<file path="src/rtl/cbo_defines.svh">
// Purpose: Constants of the clock buffer serial control port
// Assumes: 8-bit serial units, 20 MHz core clock
// Notes: Included by cbo_serial_ctl and by the bench
`ifndef CBO_DEFINES_SVH
`define CBO_DEFINES_SVH

// Serial target addresses, write and read
`define CBO_WR_ADDR 8'hd4
`define CBO_RD_ADDR 8'hd5

// Serial unit width and header layout of a write
`define CBO_UNIT_BITS 8
`define CBO_IDX_ADDR 4'h0
`define CBO_IDX_FIRST_CFG 4'h3
`define CBO_IDX_LAST_CFG 4'h9

// Byte count returned first in a read
`define CBO_RD_COUNT 8'h07

// Value returned for bytes read past the last configuration byte
`define CBO_RD_FILL 8'hff

// Power-on values of the configuration bytes
`define CBO_RST_CFG0 8'hff
`define CBO_RST_CFG1 8'hff
`define CBO_RST_CFG2 8'hff
`define CBO_RST_CFG3 8'hff
`define CBO_RST_CFG4 8'hff
`define CBO_RST_CFG5 8'hff
`define CBO_RST_CFG6 8'h1f

// Field positions of the output-pair enables
`define CBO_LO_BYTE 5
`define CBO_HI_BYTE 6
`define CBO_EN_PAIR0 7
`define CBO_EN_PAIR2 5
`define CBO_EN_PAIR3 4
`define CBO_EN_PAIR4 3
`define CBO_EN_PAIR9 2
`define CBO_EN_PAIR8 4
`define CBO_EN_PAIR7 3
`define CBO_EN_PAIR6 2
`define CBO_EN_PAIR5 1

`endif

</file>
<file path="src/rtl/cbo_pkg.sv">
// Purpose: Types of the clock buffer serial control port
// Assumes: Constants come from cbo_defines.svh
// Notes: None
package cbo_pkg;

	typedef logic [7:0] cbo_byte_t;

	// Serial port engine states
	typedef enum logic [2:0]
	{
		CBO_ST_IDLE = 3'b000,
		CBO_ST_RX = 3'b001,
		CBO_ST_ACK = 3'b010,
		CBO_ST_TX = 3'b011,
		CBO_ST_MACK = 3'b100,
		CBO_ST_WAIT = 3'b101
	} cbo_state_e;

	// Conditions seen on the two-wire bus in one core clock
	typedef struct packed
	{
		logic start;
		logic stop;
		logic rise;
		logic fall;
	} cbo_bus_evt_s;

endpackage : cbo_pkg

</file>
<file path="src/rtl/cbo_serial_ctl.sv">
// Purpose: Serial control port and output gating of a differential clock buffer
// Assumes: scl_i, sda_i and ref_clk_i are synchronous to core_clk_i
// Notes: Target only, transmits on reads; block writes and block reads only
`include "cbo_defines.svh"

module cbo_serial_ctl
	import cbo_pkg::*;
#(
	parameter int NUM_PAIRS = 10,
	parameter int NUM_CFG = 7
)
(
	input wire logic core_clk_i,
	input wire logic arst_n_i,
	input wire logic scl_i,
	input wire logic sda_i,
	output logic sda_o,
	output logic sda_oe_n_o,
	input wire logic ref_clk_i,
	output logic [NUM_PAIRS-1:0] true_clock_out_o,
	output logic [NUM_PAIRS-1:0] complement_clock_out_o
);

	////////////////////////////////////////////////////////////////////////////
	// Elaboration checks

	generate
		if (NUM_PAIRS != 10)
		begin : g_bad_pairs
			$error("NUM_PAIRS must be 10 to match the enable map");
		end
		if (NUM_CFG != 7)
		begin : g_bad_cfg
			$error("NUM_CFG must be 7 to match the byte layout");
		end
	endgenerate

	////////////////////////////////////////////////////////////////////////////
	// Declarations

	localparam cbo_byte_t CFG_RST [7] = '{
		`CBO_RST_CFG0, `CBO_RST_CFG1, `CBO_RST_CFG2, `CBO_RST_CFG3,
		`CBO_RST_CFG4, `CBO_RST_CFG5, `CBO_RST_CFG6
	};

	logic scl_q;
	logic sda_q;
	cbo_bus_evt_s evt;

	cbo_state_e state_q;
	logic [3:0] bit_cnt_q;
	cbo_byte_t shift_q;
	logic [3:0] byte_idx_q;
	logic rd_mode_q;
	logic [3:0] rd_ptr_q;
	logic mack_q;
	logic sda_oe_n_q;
	logic sda_out_q;

	cbo_byte_t cfg_q [7];

	logic byte_done;
	logic addr_hit_wr;
	logic addr_hit_rd;
	logic hdr_or_cfg;
	logic rx_ack;
	logic cfg_wr;
	logic [3:0] cfg_sel;
	cbo_byte_t tx_next;
	logic [NUM_PAIRS-1:0] pair_en;

	////////////////////////////////////////////////////////////////////////////
	// Bus condition detection

	always_ff @(posedge core_clk_i or negedge arst_n_i)
	begin
		if (!arst_n_i)
		begin
			scl_q <= 1'b1;
			sda_q <= 1'b1;
		end
		else
		begin
			scl_q <= scl_i;
			sda_q <= sda_i;
		end
	end

	always_comb
	begin
		evt.start = scl_i & scl_q & sda_q & ~sda_i;
		evt.stop = scl_i & scl_q & ~sda_q & sda_i;
		evt.rise = scl_i & ~scl_q;
		evt.fall = ~scl_i & scl_q;
	end

	////////////////////////////////////////////////////////////////////////////
	// Received byte decode

	always_comb
	begin
		byte_done = (state_q == CBO_ST_RX) && evt.fall
			&& (bit_cnt_q == 4'(`CBO_UNIT_BITS));
		addr_hit_wr = (shift_q == `CBO_WR_ADDR);
		addr_hit_rd = (shift_q == `CBO_RD_ADDR);
		hdr_or_cfg = (byte_idx_q <= `CBO_IDX_LAST_CFG);
		if (byte_idx_q == `CBO_IDX_ADDR)
			rx_ack = addr_hit_wr | addr_hit_rd;
		else
			rx_ack = hdr_or_cfg;
		cfg_wr = byte_done && !rd_mode_q
			&& (byte_idx_q >= `CBO_IDX_FIRST_CFG) && hdr_or_cfg;
		cfg_sel = byte_idx_q - `CBO_IDX_FIRST_CFG;
	end

	////////////////////////////////////////////////////////////////////////////
	// Transmit byte selection

	always_comb
	begin
		if (rd_ptr_q == 4'h0)
			tx_next = `CBO_RD_COUNT;
		else if (rd_ptr_q <= 4'(NUM_CFG))
			tx_next = cfg_q[3'(rd_ptr_q - 4'h1)];
		else
			tx_next = `CBO_RD_FILL;
	end

	////////////////////////////////////////////////////////////////////////////
	// Serial engine

	always_ff @(posedge core_clk_i or negedge arst_n_i)
	begin
		if (!arst_n_i)
		begin
			state_q <= CBO_ST_IDLE;
			bit_cnt_q <= 4'h0;
			shift_q <= 8'h00;
			byte_idx_q <= 4'h0;
			rd_mode_q <= 1'b0;
			rd_ptr_q <= 4'h0;
			mack_q <= 1'b0;
		end
		else if (evt.start)
		begin
			state_q <= CBO_ST_RX;
			bit_cnt_q <= 4'h0;
			byte_idx_q <= 4'h0;
			rd_mode_q <= 1'b0;
			rd_ptr_q <= 4'h0;
		end
		else if (evt.stop)
		begin
			state_q <= CBO_ST_IDLE;
			bit_cnt_q <= 4'h0;
		end
		else
		begin
			unique case (state_q)
				CBO_ST_IDLE, CBO_ST_WAIT:
				begin
					bit_cnt_q <= 4'h0;
				end
				CBO_ST_RX:
				begin
					if (evt.rise && bit_cnt_q < 4'(`CBO_UNIT_BITS))
					begin
						shift_q <= {shift_q[6:0], sda_i};
						bit_cnt_q <= bit_cnt_q + 4'h1;
					end
					else if (byte_done)
					begin
						if (byte_idx_q != 4'hf)
							byte_idx_q <= byte_idx_q + 4'h1;
						if (byte_idx_q == `CBO_IDX_ADDR)
							rd_mode_q <= addr_hit_rd;
						state_q <= rx_ack ? CBO_ST_ACK : CBO_ST_WAIT;
					end
				end
				CBO_ST_ACK:
				begin
					if (evt.fall)
					begin
						bit_cnt_q <= 4'h0;
						if (rd_mode_q)
						begin
							shift_q <= tx_next;
							rd_ptr_q <= rd_ptr_q + 4'h1;
							state_q <= CBO_ST_TX;
						end
						else
						begin
							state_q <= CBO_ST_RX;
						end
					end
				end
				CBO_ST_TX:
				begin
					if (evt.fall)
					begin
						if (bit_cnt_q == 4'(`CBO_UNIT_BITS - 1))
						begin
							state_q <= CBO_ST_MACK;
						end
						else
						begin
							shift_q <= {shift_q[6:0], 1'b1};
							bit_cnt_q <= bit_cnt_q + 4'h1;
						end
					end
				end
				CBO_ST_MACK:
				begin
					if (evt.rise)
						mack_q <= ~sda_i;
					else if (evt.fall)
					begin
						bit_cnt_q <= 4'h0;
						if (mack_q)
						begin
							shift_q <= tx_next;
							if (rd_ptr_q != 4'hf)
								rd_ptr_q <= rd_ptr_q + 4'h1;
							state_q <= CBO_ST_TX;
						end
						else
						begin
							state_q <= CBO_ST_WAIT;
						end
					end
				end
				default:
				begin
					state_q <= CBO_ST_IDLE;
				end
			endcase
		end
	end

	////////////////////////////////////////////////////////////////////////////
	// Data line drive, open drain, enable low while pulling low

	always_ff @(posedge core_clk_i or negedge arst_n_i)
	begin
		if (!arst_n_i)
			sda_oe_n_q <= 1'b1;
		else if (evt.start || evt.stop)
			sda_oe_n_q <= 1'b1;
		else if (state_q == CBO_ST_ACK)
			sda_oe_n_q <= 1'b0;
		else if (state_q == CBO_ST_TX)
			sda_oe_n_q <= shift_q[7];
		else
			sda_oe_n_q <= 1'b1;
	end

	always_ff @(posedge core_clk_i or negedge arst_n_i)
	begin
		if (!arst_n_i)
			sda_out_q <= 1'b0;
		else
			sda_out_q <= 1'b0;
	end

	assign sda_o = sda_out_q;
	assign sda_oe_n_o = sda_oe_n_q;

	////////////////////////////////////////////////////////////////////////////
	// Configuration latches

	generate
		for (genvar b = 0; b < NUM_CFG; b++)
		begin : g_cfg
			always_ff @(posedge core_clk_i or negedge arst_n_i)
			begin
				if (!arst_n_i)
					cfg_q[b] <= CFG_RST[b];
				else if (cfg_wr && cfg_sel == 4'(b))
					cfg_q[b] <= shift_q;
			end
		end
	endgenerate

	////////////////////////////////////////////////////////////////////////////
	// Output pair enable map

	always_comb
	begin
		pair_en = '1;
		pair_en[0] = cfg_q[`CBO_LO_BYTE][`CBO_EN_PAIR0];
		pair_en[2] = cfg_q[`CBO_LO_BYTE][`CBO_EN_PAIR2];
		pair_en[3] = cfg_q[`CBO_LO_BYTE][`CBO_EN_PAIR3];
		pair_en[4] = cfg_q[`CBO_LO_BYTE][`CBO_EN_PAIR4];
		pair_en[9] = cfg_q[`CBO_LO_BYTE][`CBO_EN_PAIR9];
		pair_en[5] = cfg_q[`CBO_HI_BYTE][`CBO_EN_PAIR5];
		pair_en[6] = cfg_q[`CBO_HI_BYTE][`CBO_EN_PAIR6];
		pair_en[7] = cfg_q[`CBO_HI_BYTE][`CBO_EN_PAIR7];
		pair_en[8] = cfg_q[`CBO_HI_BYTE][`CBO_EN_PAIR8];
	end

	////////////////////////////////////////////////////////////////////////////
	// Output pairs

	// One gate per pair keeps an enable change from touching any other pair
	generate
		for (genvar p = 0; p < NUM_PAIRS; p++)
		begin : g_pair
			cbo_pair_gate u_gate
			(
				.core_clk_i(core_clk_i),
				.arst_n_i(arst_n_i),
				.ref_clk_i(ref_clk_i),
				.enable_i(pair_en[p]),
				.true_clock_out_o(true_clock_out_o[p]),
				.complement_clock_out_o(complement_clock_out_o[p])
			);
		end
	endgenerate

endmodule : cbo_serial_ctl

</file>
<file path="src/rtl/cbo_pair_gate.sv">
// Purpose: Gates one true/complement clock output pair
// Assumes: Reference clock sampled synchronously by the core clock
// Notes: Enable is taken over only while the reference is low
module cbo_pair_gate
	import cbo_pkg::*;
(
	input wire logic core_clk_i,
	input wire logic arst_n_i,
	input wire logic ref_clk_i,
	input wire logic enable_i,
	output logic true_clock_out_o,
	output logic complement_clock_out_o
);

	logic en_q;
	logic true_q;
	logic comp_q;

	// No high phase is cut short or started late by an enable change
	always_ff @(posedge core_clk_i or negedge arst_n_i)
	begin
		if (!arst_n_i)
			en_q <= 1'b1;
		else if (!ref_clk_i)
			en_q <= enable_i;
	end

	// Disabled pair rests with true low and complement high
	always_ff @(posedge core_clk_i or negedge arst_n_i)
	begin
		if (!arst_n_i)
		begin
			true_q <= 1'b0;
			comp_q <= 1'b1;
		end
		else
		begin
			true_q <= ref_clk_i & en_q;
			comp_q <= ~(ref_clk_i & en_q);
		end
	end

	assign true_clock_out_o = true_q;
	assign complement_clock_out_o = comp_q;

endmodule : cbo_pair_gate

</file>
<file path="config.mk">
export PLATFORM = sky130hd
export DESIGN_NAME = cbo_serial_ctl
export DESIGN_NICKNAME = d
export VERILOG_FILES = /design/src/rtl/cbo_pkg.sv /design/src/rtl/cbo_serial_ctl.sv /design/src/rtl/cbo_pair_gate.sv
export VERILOG_INCLUDE_DIRS = /design/src /design/src/rtl
export SDC_FILE = /design/constraint.sdc
export NUM_CORES = 1
export LEC_CHECK = 0
export ABC_CLOCK_PERIOD_IN_PS = 7950
export BUFFER_PORTS_ARGS = -buffer_cell sky130_fd_sc_hd__buf_2
export CAP_MARGIN = 20
export CORE_MARGIN = 5
export CORE_UTILIZATION = 40
export DETAILED_ROUTE_END_ITERATION = 12
export GPL_ROUTABILITY_DRIVEN = 0
export GPL_TIMING_DRIVEN = 0
export PLACE_DENSITY = 0.58
export SYNTH_ARGS = -nofsm -noshare
export SYNTH_HDL_FRONTEND = slang
export SYNTH_SLANG_ARGS = --single-unit
</file>
<file path="constraint.sdc">
create_clock -name core_clk_i -period 7.95 [get_ports core_clk_i]
set_input_delay 0.795 -clock core_clk_i [delete_from_list [all_inputs] [get_ports core_clk_i]]
set_output_delay 0.795 -clock core_clk_i [all_outputs]
set_load 0.1 [all_outputs]
</file>
After elaboration in Yosys (flattened, before gate mapping)
Cells that the tools add are included.
Operators by class
  $add $sub $neg: 5
  order comparisons: 5
  equality and inequality tests: 43
  muxes and demuxes: 60
  bitwise gates (word level): 34
  reduce and logical (&&, ||, !) cells: 34
Operators by type and width (number)
  $mux 8: 12
  $mux 4: 21
  $ne 4x4->1 const B: 10
  $mux 3: 11
  $pmux 8 s4: 1
  $bmux 8 s3: 1
  $ne 3x3->1 const B: 7
  $pmux 4 s5: 1
  $and 1x1->1: 16
  $eq 4x3->1 const B: 4
  $eq 8x8->1 const B: 2
  $ne 2x2->1 const B: 8
  $not 1->1: 16
  $reduce_and 8->1: 2
  $pmux 3 s5: 1
  $reduce_and 5->1: 3
  $logic_and 1x1->1: 13
  $add 4x1->4 const B: 3
  $logic_not 4->1: 3
  $reduce_and 11->1: 1
  $mux 1: 10
  $eq 4x2->1 const B: 2
  $pmux 4 s2: 1
  $reduce_bool 2->1: 4
  other kinds (25): 28
Word-level totals
  bits in registers: 113
  input port bits: 5
  output and inout bits: 22
  logic and storage cells: 227

Logic depth before layout (Yosys ltp)
Gate-level depths: netlist of the first run.
  depth after elaboration: 11
  gate-level depth with buffers: 10
  depth with buffers taken out: 6

Cells and area by module
A second synthesis of the first run with hierarchy kept.
Unflattened totals
  cell total of the unflattened synthesis: 436
  area, all modules: 5544.1 um2
By module, submodules not included
  cbo_serial_ctl: times used 1, cells each 376, area each 4505.6 um2, seq. area each 2172.1 um2
  cbo_pair_gate: times used 10, cells each 6, area each 103.8 um2, seq. area each 77.6 um2

Worst setup path after synthesis of the first run
No wires, ideal clock.
  path kind: reg-to-reg
  from: register rd_ptr_q[0]
  to: register shift_q[4]
  library setup time: 0.092 ns
  arrival: 2.460 ns
  data required time: 7.858 ns
  setup slack: 5.398 ns
  cell stages (with the launch flop): 10
  path buffers: 3
  clock period less this slack: 2.552 ns
  cells stage by stage: dfrtp_1 -> clkbuf_1 -> inv_1 -> ha_1 -> buf_2 -> buf_2 -> mux2i_1 -> mux4_2 -> o211a_1 -> o31ai_2
On the way
  word-level cells in the longest chain between the ends: 11
  elaborated cells on any way between the ends: 15
  those cells by class: add/sub: 1; order compare: 1; mux: 11; bitwise: 1; reduce/logical: 1
Ends and longest elaborated chain
  start, declared: line cbo_serial_ctl.sv:55  | logic [3:0] rd_ptr_q;
  start signal, assigned: line cbo_serial_ctl.sv:188  | rd_ptr_q <= rd_ptr_q + 4'h1;
  start signal, assigned: line cbo_serial_ctl.sv:223  | rd_ptr_q <= rd_ptr_q + 4'h1;
  $sub 3x1->3: line cbo_serial_ctl.sv:124  | tx_next = cfg_q[3'(rd_ptr_q - 4'h1)];
  $not 3->4 (not written as such): line cbo_serial_ctl.sv:124
  $bmux 8 s3: line cbo_serial_ctl.sv:124
  $mux 8 (not written as such) (2 in series): line cbo_serial_ctl.sv:124
  $mux 8: line cbo_serial_ctl.sv:123  | else if (rd_ptr_q <= 4'(NUM_CFG))
  $mux 8 *: line cbo_serial_ctl.sv:121  | if (rd_ptr_q == 4'h0)
  $mux 8: line cbo_serial_ctl.sv:219  | if (mack_q)
  $mux 8: line cbo_serial_ctl.sv:216  | else if (evt.fall)
  $mux 8: line cbo_serial_ctl.sv:214  | if (evt.rise)
  $pmux 8 s4 *: line cbo_serial_ctl.sv:159  | unique case (state_q)
  end signal, assigned: line cbo_serial_ctl.sv:168  | shift_q <= {shift_q[6:0], sda_i};
  end signal, assigned: line cbo_serial_ctl.sv:207  | shift_q <= {shift_q[6:0], 1'b1};
  end signal, assigned: line cbo_serial_ctl.sv:221  | shift_q <= tx_next;
  end, declared: line cbo_serial_ctl.sv:52  | cbo_byte_t shift_q;
Every way passes the cells marked *; elsewhere a longest branch is shown, timed or not. The select of a mux whose other input is x is not followed.
A chain may end at the register's enable or synchronous reset.

Final worst setup path of the first run
  from: register rd_ptr_q[0]
  to: register shift_q[1]
The elaborated chain is that of the path after synthesis.

==> reports/metrics.yaml, run 1 <==
area.growth.synth_to_final_pct: 16.0
yosys.cell_types.count: 65
fin_worst_skew_ps: 8.25
nFillCells: 1298
crit_start: "rd_ptr_q[0]"
crit-reg2reg-launch: "rd_ptr_q[0]"
synthesis.area_per_instance_um2: 12.2
antenna-diode-count: 0
clkSlewWorstSetupHoldPaths_ps: 50
start_util: 0.410
final_nets: 551
drt_wl_total_um: 13300
rr_endpoint: "shift_q[1]"
cts_inserted_buffers: 17
period_needed_ps: 3170
critPathMostFrequentCell: "sky130_fd_sc_hd__buf_2"
layout.cells.most_common: "sky130_fd_sc_hd__dfstp_2"
worst_path_max_delay_cell: "sky130_fd_sc_hd__clkbuf_1"
rrSetupSlack_ps: 4780
totalPowerFinal_uw: 1550
layout_common_cells: "75 x sky130_fd_sc_hd__dfstp_2, 57 x sky130_fd_sc_hd__mux2_2, 38 x sky130_fd_sc_hd__dfrtp_1"
synth.ff_latch_count: 113
synth_cells: 491
ys.warnings.count: 0
worst_hold_path_type: "in -> async"
crit_path_cell_trace: "clkbuf_1 > inv_1 > ha_1 > buf_2 > buf_2 > buf_2 > nor2b_1 > a221oi_1 > o21a_1 > o31ai_2"
synth_area_in_compound_gates: 0.129
die-width_um: 132
max_stage_delay_ps: 500
via_count_of_the_first_global_routing_pass: 4191
sequential_cell_area_um2: 2920
place_area_um2: 6370
post_synth_mux_area_share: 0.196
setup_violation_total_in_the_final_timing_report: 0
detail-route-antenna-nets: 0
grt_use_met3: 0.0378
crit_path_start_kind: "flop"
drt-vias-per-instance: 5.48
clock_sinks: 113
powerDensity_nw_per_um2: 223
design.portCount: 27
synth_edf_count: 0
critical_path.top_delay_family: "buffers and inverters"
tightestPinTransition_ps: 1070
power_leakage_uw: 0.00301
slew_violations: 0
grt-busiest-layer: "met2"
track_usage: 0.159
floorplan.rows: 44
dominantRegCellSynth: "sky130_fd_sc_hd__dfstp_2"
final.period_utilization: 0.399
cts_tree: "done"
required_ps: 8270
critPathCapture: "shift_q[1]"
cts_setup_buffers: 0
drtIter0Drc: 303
cp-end-kind: "flop"
synthSimpleGateAreaFrac: 0.0950
post_route_cells_drive_above_1_share: 0.466
synth_fa_ha_area_frac: 0.0209
dpl_worst_slack_ps: 4760
dieHeight_um: 132
fin_setup_tns_ps: 0
syn-num-nets: 506
globalRouteMet1Util: 0.210
final_core_utilization: 0.476
slew-limit-headroom: 0.283
post_synth_xor_area_fraction: 0.00146
drt_drc: 0
cell_at_the_root_of_the_clock_tree: "sky130_fd_sc_hd__clkbuf_16"
first_pass_iters: 4
max-cap-violations: 0
routedWlPerCell_um: 18.1
worst-path-stages: 10
port-buffer-count: 25
final_critical_path_setup_slack_ps: 4780
core_um2: 14600
run_status: "complete, no violations"
dr_total_vias: 4018
dominant_combinational_cell_family_by_area_after_synthesis: "multiplexers"
grt_first_pass_wirelength_um: 22300
synth.yosys.seq_area_share: 0.488
globalRoute.totalOverflow: 0
cts-root-to-sink-buffers: 2
hpwl_um: 9310
cp.arrival_ps: 3500
peakVddDrop_v: 0.000149
post_cts_resized: 0
postLayoutCellArea_um2: 6940
path_class: "reg -> reg"
hold_viol_final: 0
ctsHoldBuffers: 0
grt_antenna_before_repair: 0
grt_setup_unrepaired: "no"
crit_buf_inv: 5
ff2ff_path_depth: 10
cts.htree.levels: 4
global_route.usage.met2: 0.257
synthArstFlopShare: 1.00
achievable-frequency_mhz: 315
insertion_delay_ps: 420
cp_max_fo: 10
multi_input_area_um2: 2660
die_area_um2: 17500
largest_net_degree_at_the_start_of_global_routing: 73
synthesis.area_um2: 5980
==> synthesized netlist by cell type, types with 9 or more instances <==
master                     instances  share of area
sky130_fd_sc_hd__dfstp_2          75           0.33
sky130_fd_sc_hd__mux2i_1          24          0.040
sky130_fd_sc_hd__dfrtp_1          38           0.16
sky130_fd_sc_hd__ha_1             10          0.021
sky130_fd_sc_hd__clkbuf_1         18          0.011
sky130_fd_sc_hd__buf_4            22          0.028
sky130_fd_sc_hd__mux4_2           13          0.049
sky130_fd_sc_hd__nand2_1          33          0.021
sky130_fd_sc_hd__inv_1            25          0.016
sky130_fd_sc_hd__a21oi_1           9         0.0075
sky130_fd_sc_hd__mux2_2           57           0.11
sky130_fd_sc_hd__nor2_1           12         0.0075
sky130_fd_sc_hd__nand3_1          11         0.0092
==> per-layer routing <==
metal	part of all wire	vias up
met5	0	-
met4	0.015	0
met3	0.041	18
met2	0.49	80
met1	0.46	2049
li1	-	1871
==> worst register-to-register path: stages (launching register included) <==
cell	delay [ps]
sky130_fd_sc_hd__dfrtp_1	360
sky130_fd_sc_hd__clkbuf_1	500
sky130_fd_sc_hd__inv_1	130
sky130_fd_sc_hd__ha_1	310
sky130_fd_sc_hd__buf_2	200
sky130_fd_sc_hd__buf_2	330
sky130_fd_sc_hd__buf_2	340
sky130_fd_sc_hd__nor2b_1	340
sky130_fd_sc_hd__a221oi_1	160
sky130_fd_sc_hd__o21a_1	210
sky130_fd_sc_hd__o31ai_2	200
==> metrics by stage <==
step | instances | hold WS, ps
2_1_floorplan | 491 | 431
3_3_place_gp | 700 | 440
3_5_place_dp | 701 | 445
4_1_cts | 733 | 390
5_1_grt | 733 | 412
6_report | 733 | 375
==> where the power goes <==
part           total [µW]  internal (µW)  switching (µW)
Combinational         196           58.5             137
Clock                 732            460             272
Sequential            619            604            15.0
==> registers in the layout, indices dropped and copies added (netlist names) <==
register,cells
g_pair.u_gate.complement_clock_out_o,10
state_q,3
sda_oe_n_o,1
mack_q,1
bit_cnt_q,4
cfg_q,56
rd_mode_q,1
scl_q,1
g_pair.u_gate.en_q,9
shift_q,8
rd_ptr_q,4
g_pair.u_gate.true_clock_out_o,10
sda_q,1
byte_idx_q,4
==> worst min-delay path by stage <==
stage / to / from
finish: byte_idx_q[1] / arst_n_i
global route: byte_idx_q[1] / arst_n_i
CTS: byte_idx_q[1] / arst_n_i
detailed placement: g_pair[0].u_gate.complement_clock_out_o / g_pair[0].u_gate.en_q
global placement: g_pair[0].u_gate.complement_clock_out_o / g_pair[0].u_gate.en_q
floorplan: g_pair[0].u_gate.complement_clock_out_o / g_pair[0].u_gate.en_q
==> area by class of cell <==
| cell class | count | share of cell area |
|---|---|---|
| clock inverter | 13 | 0.0198 |
| sequential | 113 | 0.421 |
| tap | 184 | 0.0332 |
| clock buffer | 19 | 0.0624 |
| timing repair buffer | 26 | 0.0224 |
| buffer | 52 | 0.0444 |
| inverter | 26 | 0.0141 |
| multi-input combinational | 300 | 0.383 |
==> kinds of logic (layout without fill, tap and decap cells) <==
kind of cell,count (synthesis),in the layout
DFF,113,113
xor gates and xnor gates,1,1
muxes,94,94
buffers and inverters,78,136
AOI/OAI and AO/OA,88,88
and+or+nand+nor,106,106
adders and majority gates,10,10
other,1,1
Power figures use the tool's default switching activity.
==> inputs of run 2 (changes only) <==
ABC_AREA = 1   (was unset)
ABC_CLOCK_PERIOD_IN_PS = 2600   (was 7950)
PLACE_DENSITY = 0.6   (was 0.58)
clock period = 2.6 ns   (was 7.95 ns; I/O delays follow)
==> reports/metrics.yaml, run 2 <==
run_status: "complete, no violations"
clock_sinks: 113  # unchanged
cts.htree.levels: 4  # unchanged
synth.ff_latch_count: 113  # unchanged
nFillCells: 1424  # +9.7%
peakVddDrop_v: 0.000525  # +250%
port-buffer-count: 25  # unchanged
cts_tree: "done"
detail-route-antenna-nets: 0  # unchanged
slew_violations: 0  # unchanged
yosysTopAreaCellShare: 0.337  # +0.00733
fin_worst_skew_ps: 9.07  # +0.821 ps
yosys.cell_types.count: 38  # -42%
synth.largest_area_cell: "sky130_fd_sc_hd__dfstp_2"
hpwl_um: 9360  # +0.49%
die_area_um2: 17100  # -2.0%
largest_register_by_flop_count: "cfg_q"
first_pass_iters: 5  # +1
start_util: 0.406  # -0.00433
cell_with_the_most_instances_after_synthesis: "sky130_fd_sc_hd__nand2_1"
cp.arrival_ps: 2610  # -890 ps
layout_common_cells: "246 x sky130_fd_sc_hd__nand2_1, 75 x sky130_fd_sc_hd__dfstp_2, 63 x sky130_fd_sc_hd__nand3_1"
floorplan.rows: 44  # unchanged
critPathCapture: "shift_q[7]"
syn-num-nets: 707  # +40%
antenna-diode-count: 0  # unchanged
die-width_um: 131  # -1.0%
hold_viol_final: 0  # unchanged
dpl_worst_slack_ps: -274  # -5030 ps
drt-vias-per-instance: 4.89  # -11%
slew-limit-headroom: 0.486  # +0.203
cts_setup_buffers: 0  # unchanged
via_count_of_the_first_global_routing_pass: 4493  # +7.2%
power_leakage_uw: 0.00314  # +4.5%
drt_drc: 0  # unchanged
area.growth.synth_to_final_pct: 17.2
cell_at_the_root_of_the_clock_tree: "sky130_fd_sc_hd__clkbuf_16"
routedWlPerCell_um: 14.1  # -22%
dr_total_vias: 4578  # +14%
layout.cells.most_common: "sky130_fd_sc_hd__nand2_1"
period_needed_ps: 2310  # -862 ps
synth_edf_count: 0  # unchanged
synthesis.area_per_instance_um2: 8.46  # -31%
achievable-frequency_mhz: 433  # +37%
path_class: "reg -> reg"
ys.warnings.count: 0  # unchanged
final.period_utilization: 0.889  # +0.490
synthesis.area_um2: 5850  # -2.2%
largest_net_degree_at_the_start_of_global_routing: 60  # -18%
tightestPinTransition_ps: 771  # -298 ps
synthArstFlopShare: 1.00  # unchanged
post_route_cells_drive_above_1_share: 0.298  # -0.168
track_usage: 0.166  # +0.00725
cts_inserted_buffers: 17  # unchanged
cp-end-kind: "flop"
synth_cells: 692  # +41%
drt_wl_total_um: 13200  # -0.50%
dieHeight_um: 131  # -1.0%
globalRoute.totalOverflow: 0  # unchanged
rr_endpoint: "shift_q[7]"
clkSlewWorstSetupHoldPaths_ps: 50  # about the same
crit-reg2reg-launch: "rd_ptr_q[0]"
synth_area_leaders: "sky130_fd_sc_hd__dfstp_2 34%, sky130_fd_sc_hd__dfrtp_1 16%, sky130_fd_sc_hd__nand2_1 16%"
cp_max_fo: 10  # unchanged
place_inst: 902  # +29%
largest_register_ff_count: 56  # unchanged
crit_start: "rd_ptr_q[0]"
totalPowerFinal_uw: 6180  # +300%
worst_hold_path_type: "in -> reg"
fin_setup_tns_ps: 0  # unchanged
post_layout_nonfiller_instances: 936  # +28%
required_ps: 2900  # -5370 ps
setup_violation_total_in_the_final_timing_report: 0  # unchanged
powerDensity_nw_per_um2: 901  # +300%
max-cap-violations: 0  # unchanged
design.portCount: 27  # unchanged
drtIter0Drc: 247  # -18%
insertion_delay_ps: 420  # about the same
synth_common_cells: "246 x sky130_fd_sc_hd__nand2_1, 75 x sky130_fd_sc_hd__dfstp_2, 63 x sky130_fd_sc_hd__nand3_1"
grt_first_pass_wirelength_um: 22000  # -1.3%
dominantRegCellSynth: "sky130_fd_sc_hd__dfstp_2"
core_um2: 14400  # -1.1%
crit_path_start_kind: "flop"
rrSetupSlack_ps: 290  # -4490 ps
ff2ff_path_depth: 12  # +2
final_nets: 754  # +37%
grt_antenna_before_repair: 0  # unchanged
cts-root-to-sink-buffers: 2  # unchanged
final_critical_path_setup_slack_ps: 288  # -4490 ps
grt_setup_unrepaired: "no"
synth.yosys.seq_area_share: 0.499  # +0.0109
run 2: changes by cell type in the layout (fill, tap and decap cells not counted), moves of 11 or more:
cell / change
sky130_fd_sc_hd__mux2i_1: -24
sky130_fd_sc_hd__nor2_1: +13
sky130_fd_sc_hd__o21ai_1: +42
sky130_fd_sc_hd__inv_1: +35
sky130_fd_sc_hd__o21ai_2: +21
sky130_fd_sc_hd__nand2_1: +213
sky130_fd_sc_hd__mux2_2: -57
sky130_fd_sc_hd__nand3_1: +52
sky130_fd_sc_hd__mux4_2: -13
sky130_fd_sc_hd__clkbuf_1: -17
sky130_fd_sc_hd__inv_2: +11
run 2: worst max-delay path, cell delays in order, from the launching register on:
cell and delay (ps):
sky130_fd_sc_hd__dfrtp_1 350, sky130_fd_sc_hd__buf_2 230, sky130_fd_sc_hd__inv_2 130, sky130_fd_sc_hd__clkbuf_2 240
sky130_fd_sc_hd__ha_4 390, sky130_fd_sc_hd__clkbuf_2 260, sky130_fd_sc_hd__nand3_1 130, sky130_fd_sc_hd__nand3_1 140
sky130_fd_sc_hd__nand3_1 90, sky130_fd_sc_hd__nand2_1 70, sky130_fd_sc_hd__nand2_1 50, sky130_fd_sc_hd__nand2_1 50
sky130_fd_sc_hd__nand2_1 50
run 2: report_power, final:
part / switching, µW / total [µW] / internal, µW
clock: 827 / 2210 / 1390
combinational: 1410 / 1940 / 523
sequential: 127 / 2030 / 1900
total: 2370 / 6180 / 3810
run 2: timing repair:
item                       in CTS  in global routing
hold buffers                    3                  0
resized for setup               3                  3
hold endpoints to repair       19                  0
setup endpoints to repair       8                  8
run 2: per-layer routing:
layer / share of wire / track usage / vias up
met3: 0.049 / 0.0431 / 18
li1: - / - / 2276
met2: 0.50 / 0.285 / 103
met1: 0.44 / 0.205 / 2181
met5: 0 / 0 / -
met4: 0.015 / 0.0526 / 0
run 2: how the worst min path moves through the flow:
stage / startpoint / to / slack, ps / depth (start not counted)
3_3_place_gp: sda_i / sda_q / 400 / 1
4_1_cts: ref_clk_i / g_pair[1].u_gate.true_clock_out_o / 40 / 1
6_report: ref_clk_i / g_pair[1].u_gate.true_clock_out_o / 40 / 1
2_1_floorplan: arst_n_i / bit_cnt_q[0] / -40 / 0
3_5_place_dp: arst_n_i / byte_idx_q[0] / 400 / 1
5_1_grt: ref_clk_i / g_pair[1].u_gate.true_clock_out_o / 50 / 1
run 2: cell type report:
class,count,area [µm²],share of cell area
Multi-Input combinational cell,468,2390,0.349
Sequential cell,113,2920,0.426
Clock buffer,20,467,0.0681
Timing Repair Buffer,29,185,0.0270
Tap cell,184,230,0.0336
Inverter,74,282,0.0411
Buffer,36,272,0.0396
Clock inverter,12,108,0.0157
run 2: cell families (layout without fill, tap and decap cells):
kind of cell / count (synthesis) / count (layout) / share of synthesized area
AO/OA/AOI/OAI: 86 / 86 / 0.0883
buffers and inverters: 111 / 171 / 0.0945
adder cells (fa/ha/maj): 10 / 10 / 0.0214
XOR/XNOR: 4 / 4 / 0.0105
flip-flops: 113 / 113 / 0.499
AND/OR/NAND/NOR: 367 / 367 / 0.285
other: 1 / 1 / 0.000641
run 2: through the flow:
step,utilization,hold WS [ps],area (µm²)
4_1_cts,0.474,38.4,6840
5_1_grt,0.475,45.2,6860
3_5_place_dp,0.432,395,6240
6_report,0.475,43.9,6860
3_3_place_gp,0.430,404,6210
2_1_floorplan,-,-35.6,5850
==> inputs of run 3 (changes only) <==
ABC_AREA = unset   (was 1)
CORE_UTILIZATION = 28   (was 40)
PLACE_DENSITY = 0.46   (was 0.6)
==> reports/metrics.yaml, run 3 (synthesis gave the netlist of run 1 again) <==
cts_inserted_buffers: 17  # unchanged
required_ps: 2900  # about the same
drt_drc: 0  # unchanged
critical_path.top_delay_family: "compound AO/OA/AOI/OAI gates"
place_area_um2: 6480  # +4.0%
seq_power_share: 0.392  # +0.064
die_area_um2: 24400  # +42%
max_stage_delay_ps: 510  # +120 ps
globalRoute.totalOverflow: 0  # unchanged
floorplan.rows: 53  # +20%
netSwitchingPower_uw: 1350  # -43%
worst_path_max_delay_cell: "sky130_fd_sc_hd__o2111ai_2"
peakVddDrop_v: 0.000462  # -12%
cts-root-to-sink-buffers: 2  # unchanged
via_count_of_the_first_global_routing_pass: 4125  # -8.2%
clock_power_share: 0.481  # +0.123
worst_hold_path_type: "in -> async"
max-cap-violations: 0  # unchanged
crit_path_start_kind: "flop"
port-buffer-count: 25  # unchanged
dpl_worst_slack_ps: -638  # -365 ps
drt_wl_total_um: 13700  # +3.7%
drtIter0Drc: 212  # -14%
crit_buf_inv: 1  # -3
power.internal_uw: 3480  # -8.8%
grt_first_pass_wirelength_um: 22700  # +3.4%
largest_register_by_flop_count: "cfg_q"
final_nets: 556  # -26%
fin_worst_skew_ps: 9.70  # +0.629 ps
antenna-diode-count: 0  # unchanged
start_util: 0.285  # -0.121
cp-end-kind: "flop"
largest_net_degree_at_the_start_of_global_routing: 67  # +12%
crit_path_cell_trace: "inv_1 > ha_1 > o21bai_1 > a211oi_4 > o2111ai_2 > mux2_2"
final_critical_path_setup_slack_ps: 65.8  # -222 ps
slew-limit-headroom: 0.478  # -0.00862
cts_tree: "done"
clock_sinks: 113  # unchanged
totalPowerFinal_uw: 4830  # -22%
final.period_utilization: 0.975  # +0.0855
drt-vias-per-instance: 4.83  # -1.2%
cp_max_fo: 8  # -2
final.hold.worst_slack_ps: 347  # +303 ps
cp.arrival_ps: 2830  # +220 ps
slew_violations: 0  # unchanged
cts_setup_buffers: 0  # unchanged
layout_common_cells: "75 x sky130_fd_sc_hd__dfstp_2, 57 x sky130_fd_sc_hd__mux2_2, 38 x sky130_fd_sc_hd__dfrtp_1"
cell_at_the_root_of_the_clock_tree: "sky130_fd_sc_hd__clkbuf_16"
detail-route-antenna-nets: 0  # unchanged
hpwl_um: 9880  # +5.6%
die-width_um: 156  # +19%
postLayoutCellArea_um2: 7150  # +4.3%
track_usage: 0.120  # -0.0464
achievable-frequency_mhz: 395  # -8.8%
post_route_cells_drive_above_1_share: 0.471  # +0.173
power_leakage_uw: 0.00305  # -3.0%
setup_violation_total_in_the_final_timing_report: 0  # unchanged
powerDensity_nw_per_um2: 675  # -25%
rrSetupSlack_ps: 70  # -220 ps
first_pass_iters: 4  # -1
p_sw_frac: 0.280  # -0.103
path_class: "reg -> reg"
grt_antenna_before_repair: 0  # unchanged
final_core_utilization: 0.340  # -0.135
design.portCount: 27  # unchanged
hold_viol_final: 0  # unchanged
core_um2: 21000  # +46%
layout.cells.most_common: "sky130_fd_sc_hd__dfstp_2"
period_needed_ps: 2530  # +222 ps
combPwrFrac: 0.127  # -0.187
cts.htree.levels: 4  # unchanged
area.growth.synth_to_final_pct: 19.6
tightestPinTransition_ps: 784  # +12.9 ps
dr_total_vias: 4004  # -13%
insertion_delay_ps: 420  # about the same
clkSlewWorstSetupHoldPaths_ps: 50  # about the same
largest_register_ff_count: 56  # unchanged
run_status: "complete, no violations"
routedWlPerCell_um: 16.5  # +17%
dieHeight_um: 156  # +19%
grt_setup_unrepaired: "yes"
run 3: changes by cell type in the layout (fill, tap and decap cells not counted), sizes merged, moves of 21 or more:
cell and delta:
mux2i +24, nand2 -215, o21ai -70, mux2 +57
inv -43, nor2 -21, nand3 -60
run 3: final cells by class:
cell class | count | area, µm²
tap | 275 | 344
buffer | 52 | 337
multi-input combinational | 300 | 2660
clock buffer | 18 | 439
fill | 2063 | 13900
inverter | 26 | 97.6
timing repair buffer | 31 | 204
clock inverter | 14 | 154
sequential | 113 | 2920
run 3: worst register-to-register path, cell delays in order, from the launching register on:
cell and delay, ps:
sky130_fd_sc_hd__dfrtp_1 460, sky130_fd_sc_hd__inv_1 140, sky130_fd_sc_hd__ha_1 250, sky130_fd_sc_hd__o21bai_1 130, sky130_fd_sc_hd__a211oi_4 480, sky130_fd_sc_hd__o2111ai_2 510, sky130_fd_sc_hd__mux2_2 450
run 3: stage by stage:
| step | TNS (ps) | instances |
|---|---|---|
| CTS | 0 | 828 |
| detailed placement | -4060 | 792 |
| floorplan | 0 | 491 |
| finish | 0 | 829 |
| global route | -243 | 829 |
| global placement | -7750 | 791 |
run 3: path summary, 6_finish.rpt:
kind                                                            to                   from  depth (start not counted)
min in group core_clk_i    g_pair[2].u_gate.complement_clock_out_o  g_pair[2].u_gate.en_q                          1
min                                                  byte_idx_q[1]               arst_n_i                          2
max in group asynchronous  g_pair[6].u_gate.complement_clock_out_o               arst_n_i                          3
max                                                       cfg_q[6]          byte_idx_q[1]                          6
min reg2reg                g_pair[2].u_gate.complement_clock_out_o  g_pair[2].u_gate.en_q                          1
max reg2reg                                               cfg_q[6]          byte_idx_q[1]                          6
run 3: repair_timing:
item | in CTS | in global routing
hold buffers | 4 | 0
gates resized for setup | 7 | 6
endpoints found under the hold margin | 10 | 0
setup endpoints to repair | 8 | 20
run 3: per-layer routing:
metal	up-vias	GRT usage	part of all wire
met5	-	0	0
met4	0	0.0517	0.021
met3	22	0.0266	0.034
met2	79	0.189	0.48
met1	2017	0.158	0.47
li1	1886	-	-
run 3: power by group through the flow:
stage | Sequential (µW) | Clock [µW] | Combinational [µW]
finish | 1890 | 2320 | 615
global route | 1900 | 2480 | 675
CTS | 1890 | 2400 | 620
detailed placement | 1920 | 0 | 614
global placement | 1920 | 0 | 598
floorplan | 1900 | 0 | 416
